===== config.mk =====
export PLATFORM = sky130hd
export DESIGN_NAME = fes_ctl
export DESIGN_NICKNAME = d
export VERILOG_FILES = /design/src/rtl/fes_sync.v /design/src/rtl/fes_ctl.v
export VERILOG_INCLUDE_DIRS = /design/src /design/src/pkg
export SDC_FILE = /design/constraint.sdc
export NUM_CORES = 1
export LEC_CHECK = 0
export ABC_AREA = 1
export BUFFER_PORTS_ARGS = -buffer_cell sky130_fd_sc_hd__buf_2
export CAP_MARGIN = 20
export CORE_AREA = 3 3 157 159
export CTS_CLUSTER_SIZE = 24
export DETAILED_ROUTE_END_ITERATION = 6
export DIE_AREA = 0 0 160 162
export GPL_ROUTABILITY_DRIVEN = 0
export RECOVER_POWER = 100
export SYNTH_ARGS = -nofsm -noshare
export SYNTH_HDL_FRONTEND = slang
export SYNTH_HIERARCHICAL = 1
export SYNTH_SLANG_ARGS = --single-unit

===== constraint.sdc =====
create_clock -name clk -period 1.9 [get_ports clk]
set_clock_uncertainty 0.15 [all_clocks]
set_input_delay 0.285 -clock clk [delete_from_list [all_inputs] [get_ports clk]]
set_output_delay 0.285 -clock clk [all_outputs]
set_load 0.01 [all_outputs]

===== src/pkg/fes_defs.vh =====
`ifndef FES_DEFS_VH
`define FES_DEFS_VH
// ------------------------------------------------------------
// Opcodes
// ------------------------------------------------------------
`define FES_OP_ERASE_32K 8'h52
`define FES_OP_ERASE_64K 8'hd8
`define FES_OP_FULL_ERASE_A 8'hc7
`define FES_OP_FULL_ERASE_B 8'h60
`define FES_OP_SET_LATCH 8'h06
`define FES_OP_CLEAR_LATCH 8'h04
`define FES_OP_STATUS_READ 8'h05
`define FES_OP_STATUS_WRITE 8'h01
`define FES_OP_FUNC_READ 8'h48
`define FES_OP_FUNC_WRITE 8'h42
`define FES_OP_ENTER_4W 8'h35
`define FES_OP_EXIT_4W 8'hf5
`define FES_OP_SUSPEND_A 8'h75
`define FES_OP_SUSPEND_B 8'hb0
`define FES_OP_RESUME_A 8'h7a
`define FES_OP_RESUME_B 8'h30
// ------------------------------------------------------------
// Status register fields
// ------------------------------------------------------------
`define FES_SR_WIP 0
`define FES_SR_WEL 1
`define FES_SR_BP_LO 2
`define FES_SR_BP_HI 5
`define FES_SR_QE 6
`define FES_SR_STATUS_WRITE_DISABLE 7
`define FES_SR_NV_MASK 8'hfc
// ------------------------------------------------------------
// Function register fields
// ------------------------------------------------------------
`define FES_FR_RST_DIS 0
`define FES_FR_PROGRAM_SUSPENDED_FLAG 2
`define FES_FR_ERASE_SUSPENDED_FLAG 3
`define FES_FR_IRL_LO 4
`define FES_FR_OTP_MASK 8'hf1
// ------------------------------------------------------------
// Framing and timing
// ------------------------------------------------------------
`define FES_BITS_OPCODE 6'h08
`define FES_BITS_WITH_ADDR 6'h20
`define FES_BITS_WITH_DATA 6'h10
`define FES_NIB_OPCODE 6'h02
`define FES_NIB_WITH_ADDR 6'h08
`define FES_NIB_WITH_DATA 6'h04
`define FES_ADDR_W 22
`define FES_ADDR_32K_LO 15
`define FES_ADDR_64K_LO 16
`define FES_CLK_MHZ 25
`define FES_T_SUS_US 100
// Suspend ready count, sized to the 16-bit counter it loads
`define FES_SUS_CYC 16'h09c4
`define FES_ERASE_CYC 16'h0400
`define FES_FULL_ERASE_CYC 16'h2000
`define FES_PROG_CYC 16'h0100
`define FES_KIND_NONE 2'h0
`define FES_KIND_BLOCK 2'h1
`define FES_KIND_FULL 2'h2
`define FES_KIND_PROG 2'h3
`endif


===== src/rtl/fes_sync.v =====
`timescale 1ns/1ps
// ------------------------------------------------------------
// Two-flop level synchroniser, one per bit
// ------------------------------------------------------------
module fes_sync #(
  parameter W = 6
) (
  // Clock and reset
  input wire clk,
  input wire rst_n,
  // Data
  input wire [W-1:0] d,
  output wire [W-1:0] q
);
  genvar i;
  generate
    for (i = 0; i < W; i = i + 1) begin : g_bit
      reg s1_q;
      reg s2_q;
      always @(posedge clk or negedge rst_n) begin
        if (!rst_n) begin
          s1_q <= 1'b0;
          s2_q <= 1'b0;
        end else begin
          s1_q <= d[i];
          s2_q <= s1_q;
        end
      end
      assign q[i] = s2_q;
    end
  endgenerate
endmodule // fes_sync


===== src/rtl/fes_ctl.v =====
`timescale 1ns/1ps
`include "fes_defs.vh"
module fes_ctl (
  // Clock and reset
  input wire clk,
  input wire rst_n,
  // Serial link pins
  input wire cs_n,
  input wire sck,
  input wire [3:0] io_in,
  output reg [3:0] io_out,
  output reg [3:0] io_oe,
  // Program engine handshake from elsewhere in the device
  input wire prog_start,
  // Array erase requests
  output reg erase_req,
  output reg [1:0] erase_kind,
  output reg [21:0] erase_base,
  output reg [21:0] erase_mask,
  // Status
  output reg [7:0] status_reg,
  output reg [7:0] func_reg,
  output reg four_wire_command_mode,
  output reg erase_fail_flag,
  output reg protection_error_flag,
  output reg program_suspended_flag,
  output reg erase_suspended_flag
);
  // ------------------------------------------------------------
  // Pin synchronisers
  // ------------------------------------------------------------
  wire [5:0] pin_s;
  fes_sync #(.W(6)) u_sync (
    .clk(clk),
    .rst_n(rst_n),
    .d({~cs_n, sck, io_in}),
    .q(pin_s)
  );
  // Inverted so the flops' reset value reads as deselected: no false edge
  wire cs_s = ~pin_s[5];
  wire sck_s = pin_s[4];
  wire [3:0] io_s = pin_s[3:0];
  reg sck_d_q;
  reg cs_d_q;
  wire sck_rise = sck_s & ~sck_d_q;
  wire sck_fall = ~sck_s & sck_d_q;
  wire cs_rise = cs_s & ~cs_d_q;
  // ------------------------------------------------------------
  // Shift-in and frame state
  // ------------------------------------------------------------
  reg [31:0] shift_q;
  reg [5:0] cnt_q;
  reg [7:0] op_q;
  reg [7:0] tx_q;
  reg tx_on_q;
  reg [7:0] status_q;
  reg [7:0] func_q;
  reg wel_q;
  reg four_q;
  reg [1:0] busy_kind_q;
  reg [15:0] busy_cnt_q;
  reg [15:0] sus_cnt_q;
  reg [15:0] sus_left_q;
  reg erase_suspended_flag_q;
  reg program_suspended_flag_q;
  reg [1:0] sus_kind_q;
  wire [5:0] op_len = four_q ? `FES_NIB_OPCODE : `FES_BITS_OPCODE;
  wire [5:0] addr_len = four_q ? `FES_NIB_WITH_ADDR : `FES_BITS_WITH_ADDR;
  wire [5:0] data_len = four_q ? `FES_NIB_WITH_DATA : `FES_BITS_WITH_DATA;
  wire [31:0] shift_nx = four_q ? {shift_q[27:0], io_s} : {shift_q[30:0], io_s[0]};
  wire write_in_progress = (busy_kind_q != `FES_KIND_NONE) | (sus_cnt_q != 16'h0000);
  wire sus_busy = sus_cnt_q != 16'h0000;
  wire [3:0] bp = status_q[`FES_SR_BP_HI:`FES_SR_BP_LO];
  // ------------------------------------------------------------
  // Command decode at deselect
  // ------------------------------------------------------------
  wire at_op = cnt_q == op_len;
  wire at_addr = cnt_q == addr_len;
  wire at_data = cnt_q == data_len;
  wire is_blk = (op_q == `FES_OP_ERASE_32K) | (op_q == `FES_OP_ERASE_64K);
  wire is_full = (op_q == `FES_OP_FULL_ERASE_A) | (op_q == `FES_OP_FULL_ERASE_B);
  wire is_sus = (op_q == `FES_OP_SUSPEND_A) | (op_q == `FES_OP_SUSPEND_B);
  wire is_rsm = (op_q == `FES_OP_RESUME_A) | (op_q == `FES_OP_RESUME_B);
  wire [7:0] cur_op = four_q ? shift_nx[7:0] : shift_nx[7:0];
  wire [21:0] addr_in = shift_q[`FES_ADDR_W-1:0];
  // Any suspend blocks status writes and new erases
  wire any_sus = erase_suspended_flag_q | program_suspended_flag_q;
  wire idle = (busy_kind_q == `FES_KIND_NONE) & ~sus_busy;
  wire do_blk = cs_rise & is_blk & at_addr & wel_q & idle & ~any_sus;
  wire do_full = cs_rise & is_full & at_op & wel_q & idle & ~any_sus;
  wire do_status_write_cmd = cs_rise & (op_q == `FES_OP_STATUS_WRITE) & at_data & wel_q & idle
    & ~any_sus;
  wire do_function_write_cmd = cs_rise & (op_q == `FES_OP_FUNC_WRITE) & at_data & wel_q & idle;
  wire do_set_latch_cmd = cs_rise & (op_q == `FES_OP_SET_LATCH) & at_op & ~sus_busy;
  wire do_clear_latch_cmd = cs_rise & (op_q == `FES_OP_CLEAR_LATCH) & at_op & ~sus_busy;
  wire do_sus = cs_rise & is_sus & at_op & ~sus_busy & ~any_sus
    & ((busy_kind_q == `FES_KIND_BLOCK) | (busy_kind_q == `FES_KIND_PROG));
  wire do_rsm = cs_rise & is_rsm & at_op & idle & any_sus;
  wire do_en4 = cs_rise & (op_q == `FES_OP_ENTER_4W) & at_op & ~four_q & idle;
  wire do_ex4 = cs_rise & (op_q == `FES_OP_EXIT_4W) & at_op & four_q & idle;
  wire prog_ok = prog_start & wel_q & idle & ~program_suspended_flag_q;
  // ------------------------------------------------------------
  // Main sequential logic
  // ------------------------------------------------------------
  always @(posedge clk or negedge rst_n) begin
    if (!rst_n) begin
      sck_d_q <= 1'b0;
      cs_d_q <= 1'b1;
      shift_q <= 32'h00000000;
      cnt_q <= 6'h00;
      op_q <= 8'h00;
      tx_q <= 8'h00;
      tx_on_q <= 1'b0;
      status_q <= 8'h00;
      func_q <= 8'h00;
      wel_q <= 1'b0;
      four_q <= 1'b0;
      busy_kind_q <= `FES_KIND_NONE;
      busy_cnt_q <= 16'h0000;
      sus_cnt_q <= 16'h0000;
      sus_left_q <= 16'h0000;
      erase_suspended_flag_q <= 1'b0;
      program_suspended_flag_q <= 1'b0;
      sus_kind_q <= `FES_KIND_NONE;
      erase_req <= 1'b0;
      erase_kind <= `FES_KIND_NONE;
      erase_base <= 22'h000000;
      erase_mask <= 22'h000000;
      erase_fail_flag <= 1'b0;
      protection_error_flag <= 1'b0;
      io_out <= 4'h0;
      io_oe <= 4'h0;
    end else begin
      sck_d_q <= sck_s;
      cs_d_q <= cs_s;
      erase_req <= 1'b0;
      // Frame shifting; count saturates so overlong frames never decode
      if (cs_s) begin
        cnt_q <= 6'h00;
        tx_on_q <= 1'b0;
        io_oe <= 4'h0;
      end else if (sck_rise) begin
        shift_q <= shift_nx;
        if (cnt_q != 6'h3f) begin
          cnt_q <= cnt_q + 6'h01;
        end
        if (cnt_q + 6'h01 == op_len) begin
          op_q <= cur_op;
          // Status read stays usable while busy
          if (cur_op == `FES_OP_STATUS_READ) begin
            tx_q <= {status_q[7:2], wel_q, write_in_progress};
            tx_on_q <= 1'b1;
          end else if (cur_op == `FES_OP_FUNC_READ) begin
            tx_q <= {func_q[7:4], erase_suspended_flag_q, program_suspended_flag_q, func_q[1:0]};
            tx_on_q <= 1'b1;
          end
        end
      end else if (sck_fall & tx_on_q) begin
        if (four_q) begin
          io_out <= tx_q[7:4];
          io_oe <= 4'hf;
          tx_q <= {tx_q[3:0], tx_q[7:4]};
        end else begin
          io_out <= {2'b00, tx_q[7], 1'b0};
          io_oe <= 4'h2;
          tx_q <= {tx_q[6:0], tx_q[7]};
        end
      end
      // Latch handling
      if (do_set_latch_cmd) begin
        wel_q <= 1'b1;
      end
      if (do_clear_latch_cmd) begin
        wel_q <= 1'b0;
      end
      if (do_status_write_cmd) begin
        status_q <= shift_q[7:0] & `FES_SR_NV_MASK;
        wel_q <= 1'b0;
      end
      if (do_function_write_cmd) begin
        func_q <= (func_q & `FES_FR_OTP_MASK) | (shift_q[7:0] & `FES_FR_OTP_MASK);
        wel_q <= 1'b0;
      end
      if (do_en4) begin
        four_q <= 1'b1;
      end
      if (do_ex4) begin
        four_q <= 1'b0;
      end
      // Erase launch
      if (do_blk) begin
        busy_kind_q <= `FES_KIND_BLOCK;
        busy_cnt_q <= `FES_ERASE_CYC;
        erase_req <= 1'b1;
        erase_kind <= `FES_KIND_BLOCK;
        erase_fail_flag <= 1'b0;
        if (op_q == `FES_OP_ERASE_32K) begin
          erase_mask <= (22'h000001 << `FES_ADDR_32K_LO) - 22'h000001;
          erase_base <= addr_in & ~((22'h000001 << `FES_ADDR_32K_LO) - 22'h000001);
        end else begin
          erase_mask <= (22'h000001 << `FES_ADDR_64K_LO) - 22'h000001;
          erase_base <= addr_in & ~((22'h000001 << `FES_ADDR_64K_LO) - 22'h000001);
        end
      end
      if (do_full) begin
        if (bp != 4'h0) begin
          erase_fail_flag <= 1'b1;
          protection_error_flag <= 1'b1;
        end else begin
          busy_kind_q <= `FES_KIND_FULL;
          busy_cnt_q <= `FES_FULL_ERASE_CYC;
          erase_req <= 1'b1;
          erase_kind <= `FES_KIND_FULL;
          erase_base <= 22'h000000;
          erase_mask <= 22'h3fffff;
          erase_fail_flag <= 1'b0;
          protection_error_flag <= 1'b0;
        end
      end
      if (prog_ok) begin
        busy_kind_q <= `FES_KIND_PROG;
        busy_cnt_q <= `FES_PROG_CYC;
      end
      // Suspend freezes the running count; the engine resumes where it stopped
      if (do_sus) begin
        sus_kind_q <= busy_kind_q;
        busy_kind_q <= `FES_KIND_NONE;
        sus_cnt_q <= `FES_SUS_CYC;
        sus_left_q <= busy_cnt_q;
        if (busy_kind_q == `FES_KIND_BLOCK) begin
          erase_suspended_flag_q <= 1'b1;
        end else begin
          program_suspended_flag_q <= 1'b1;
        end
        wel_q <= 1'b0;
      end else if (do_rsm) begin
        busy_kind_q <= sus_kind_q;
        busy_cnt_q <= sus_left_q;
        erase_suspended_flag_q <= 1'b0;
        program_suspended_flag_q <= 1'b0;
      end else if (sus_busy) begin
        sus_cnt_q <= sus_cnt_q - 16'h0001;
      end else if ((busy_kind_q != `FES_KIND_NONE) & ~do_blk & ~do_full & ~prog_ok) begin
        if (busy_cnt_q == 16'h0001) begin
          busy_kind_q <= `FES_KIND_NONE;
          // A set command in the same cycle wins over the completion clear
          if (!do_set_latch_cmd) begin
            wel_q <= 1'b0;
          end
        end
        busy_cnt_q <= busy_cnt_q - 16'h0001;
      end
    end
  end
  // ------------------------------------------------------------
  // Registered status outputs
  // ------------------------------------------------------------
  always @(posedge clk or negedge rst_n) begin
    if (!rst_n) begin
      status_reg <= 8'h00;
      func_reg <= 8'h00;
      four_wire_command_mode <= 1'b0;
      program_suspended_flag <= 1'b0;
      erase_suspended_flag <= 1'b0;
    end else begin
      status_reg <= {status_q[7:2], wel_q, write_in_progress};
      func_reg <= {func_q[7:4], erase_suspended_flag_q, program_suspended_flag_q, func_q[1:0]};
      four_wire_command_mode <= four_q;
      program_suspended_flag <= program_suspended_flag_q;
      erase_suspended_flag <= erase_suspended_flag_q;
    end
  end
endmodule // fes_ctl


==> metrics.md <==
| Metric | Value |
|---|---|
| Status | `finished, violations left` |
| Failing checks | `negative setup slack` |
| Residual DRC | `0` |
| Width of the chip | `about 160 um` |
| Main combinational cell family by area after synthesis | `simple AND/OR/NAND/NOR gates` |
| Placed Cells | `1586` |
| PortBufs | `83` |
| Clk_lat worst skew | `roughly 0.44 ns` |
| Hpwl dp | `15.90 mm` |
| Final hold viol count | `0` |
| Slowest cell delay on critical path | `0.40 ns` |
| Post-synth net total | `1101` |
| Setup crit end kind | `register` |
| Worst-Margin Slew | `1.390 ns` |
| Tot Pwr | `about 0.0086 W` |
| Tmin final | `about 2.1 ns` |
| Total GRT Usage | `18.28%` |
| Initial antenna violation count | `0` |
| Worst setup path class | `register to register` |
| Detailed-route via count | `7967` |
| VDD IR max | `0.5183 mV` |
| Asr flop ratio synth | `100.0%` |
| Post-route ant nets | `0` |
| Synth Area in Simple Gates | `24.43%` |
| Most frequent CP cell | `nor2_4` |
| Row count | `56` |
| Vias in the first global route | `7808` |
| Leak | `6.139 nW` |
| Warnings, synthesis | `6` |
| Cell Pwr Density | `692.4 nW/um^2` |
| Drt wl/cell | `13.98 um` |
| Initial core utilization | `39.69%` |
| Top FF cell, synth | `dfrtp_1` |
| Worst Path Arrival | `2.28 ns` |
| Post-synth EDFFs | `0` |
| CTS clk-pin slew, worst paths | `0.08 ns` |
| Final Util | `roughly 53%` |
| Setup TNS Final | `-11.35 ns` |
| Detailed Routing Iterations Pass 1 | `5` |
| XOR/XNOR share of the synthesized area | `1.037%` |
| Maximum clock frequency | `476.7 MHz` |
| Maximum buffer depth of the clock tree | `2` |
| First-pass GRT wire length | `38.91 mm` |
| Clk sinks | `197` |
| Synth Instances | `1087` |
| Post-synthesis mux area share | `0.1212%` |
| Maxcap violations | `0` |
| Die Y | `~160 um` |
| Placed inst area | `11000 um^2` |
| Setup-failing EPs final | `between 100 and 150` |
| Cell area after synthesis | `a little over 9000 um^2` |
| Startpoint Class | `register` |
| Adder-Cell Fraction of Synth Area | `less than 1%` |
| Worst Path Required | `2.08 ns` |
| DRT iter0 DRCs | `roughly 480` |
| CTS tree | `yes` |
| Syn Area/Cell | `8.545 um^2` |
| Total global routing overflow | `0` |
| Root Buffer Master | `clkbuf_16` |
| Design area | `12360 um^2` |
| Peak fanout along the critical path | `5` |
| DIE AREA | `25920 um^2` |
| Top Registers | `erase_base x22, erase_mask x22, shift_q x22` |
| CTS H-tree depth | `4` |
| ANT cells | `0` |
| Synth Area in Compound Gates | `a little over a tenth` |
| Non-filler instance count after layout | `1660` |
| Worst Hold Class | `register to register` |
| Largest net degree at the start of global routing | `56` |
| WL final | `23.22 mm` |
| Max-slew violation count | `0` |
| Setup WS post-layout | `-0.1976 ns` |
| Cell variety after synth | `53` |
| Register area share after synthesis | `about 53%` |
| RSZ-0062 raised after global routing | `true` |
| Layout area overhead | `33.10%` |
| Critical-path cell list | `inv_2, ha_4, nand2_4, nor2_4, nand3_4, nor2_4, buf_12, nand4_1, mux2_2` |
| Commonest non-fill, non-tap cell in the layout | `nand2_1` |
| Vias per cell | `approximately 4.8` |
| Fin crit share | `110.4%` |
| Most frequent cells in the layout | `nand2_1 (228), dfrtp_1 (195), inv_1 (139)` |
| I/O pin count | `85` |
| Critical Path Slowest Stage Cell | `dfrtp_1` |
| Share of cells above drive strength 1 | `27.14%` |
| Number of synthesized register bits | `roughly 200` |
| Core Area | `23400 um^2` |
| Worst slew margin | `7.318%` |
| Nets | `1342` |
| Number of buffers created by CTS | `17` |
## where the power goes
group	internal, W	leakage, nW	switching [W]	total (W)
sequential	0.00426	2.64	0.0000578	0.00432
combinational	0.000295	3.23	0.000407	0.000702
clock	0.00175	0.275	0.00179	0.00354
## synth_stat cells (3+ instances only)
master / n / area (um^2)
nand2_1: 250 / 938.4
dfrtp_1: 196 / 4905
inv_1: 145 / 544.3
o21ai_0: 105 / 525.5
nor2_1: 86 / 322.8
nand3_1: 58 / 290.3
a21oi_1: 27 / 135.1
nand4_1: 22 / 137.6
buf_4: 18 / 135.1
o211ai_1: 17 / 127.6
or2_2: 17 / 106.4
clkbuf_1: 15 / 56.30
nor3_1: 11 / 55.05
xor2_1: 10 / 87.58
inv_2: 9 / 33.78
o22ai_1: 9 / 56.30
buf_6: 8 / 90.09
nor2_2: 8 / 50.05
nand2_4: 6 / 67.56
nor2_4: 6 / 67.56
ha_1: 5 / 62.56
nor4_1: 5 / 31.28
o21ai_1: 5 / 25.02
nand2_2: 4 / 25.02
a31oi_1: 3 / 18.77
nor3_2: 3 / 30.03
o21bai_1: 3 / 22.52
or2_1: 3 / 18.77
## what timing repair did
| action | CTS | global route |
|---|---|---|
| setup endpoints to repair | 126 | 135 |
| setup buffers | 22 | 7 |
| hold buffers | 7 | 0 |
| hold endpoints to repair | 51 | 0 |
| cloned | 5 | 2 |
| pin swaps | 13 | 29 |
| gates resized for setup | 91 | 76 |
## per-layer routing
| layer | vias up | wire [um] | global-route usage, % |
|---|---|---|---|
| met1 | 3782 | 11090 | 26.17 |
| met2 | 198 | 10590 | 28.72 |
| met4 | 0 | 480 | 6.588 |
| li1 | 3958 | - | - |
| met5 | - | 0 | 0 |
| met3 | 29 | 1056 | 2.372 |
## worst max-delay path, delay by kind of cell (launching register included)
kind	cells	cell delay (ns)
muxes	1	0.35
DFF	1	0.40
buffers and inverters	2	0.23
adders and majority gates	1	0.14
and+or+nand+nor	5	0.73
## path summary, 6_finish.rpt
check	end	slack [ns]	cells after the start	startpoint
max in group asynchronous	op_q[1]	0.09	3	rst_n
hold reg to reg	u_sync/g_bit[3].s2_q	0.20	0	u_sync/g_bit[3].s1_q
min in group asynchronous	sus_cnt_q[15]	0.57	2	rst_n
setup reg to reg	status_q[2]	-0.20	9	sus_cnt_q[1]
setup / recovery	status_q[2]	-0.20	9	sus_cnt_q[1]
hold / removal	u_sync/g_bit[3].s2_q	0.20	0	u_sync/g_bit[3].s1_q
## final cells by class
type / count / area (um^2)
Sequential cell: 197 / 4932
Multi-Input combinational cell: 690 / 3900
Fill cell: 2194 / 11040
Clock buffer: 19 / 432.9
Clock inverter: 13 / 135.1
Timing Repair Buffer: 266 / 1954
Tap cell: 319 / 399.1
Inverter: 156 / 609.3
## cell families (layout without fill, tap and decap cells)
| family | after synthesis | count (layout) |
|---|---|---|
| simple gates | 491 | 492 |
| buf+inv | 201 | 454 |
| flops | 197 | 197 |
| compound gates | 180 | 180 |
| xor+xnor | 11 | 11 |
| fa+ha+maj | 5 | 5 |
| other cells | 1 | 1 |
| mux | 1 | 1 |
## metrics by stage
stage	hold WS (ns)	setup WS (ns)
2_1_floorplan	-0.1606	-0.009977
3_3_place_gp	0.1525	-0.1926
3_5_place_dp	0.1506	-0.2672
4_1_cts	0.2026	-0.1856
5_1_grt	0.2114	-0.2892
6_report	0.2008	-0.1976
Note: power is estimated with default switching activity, not from simulation.
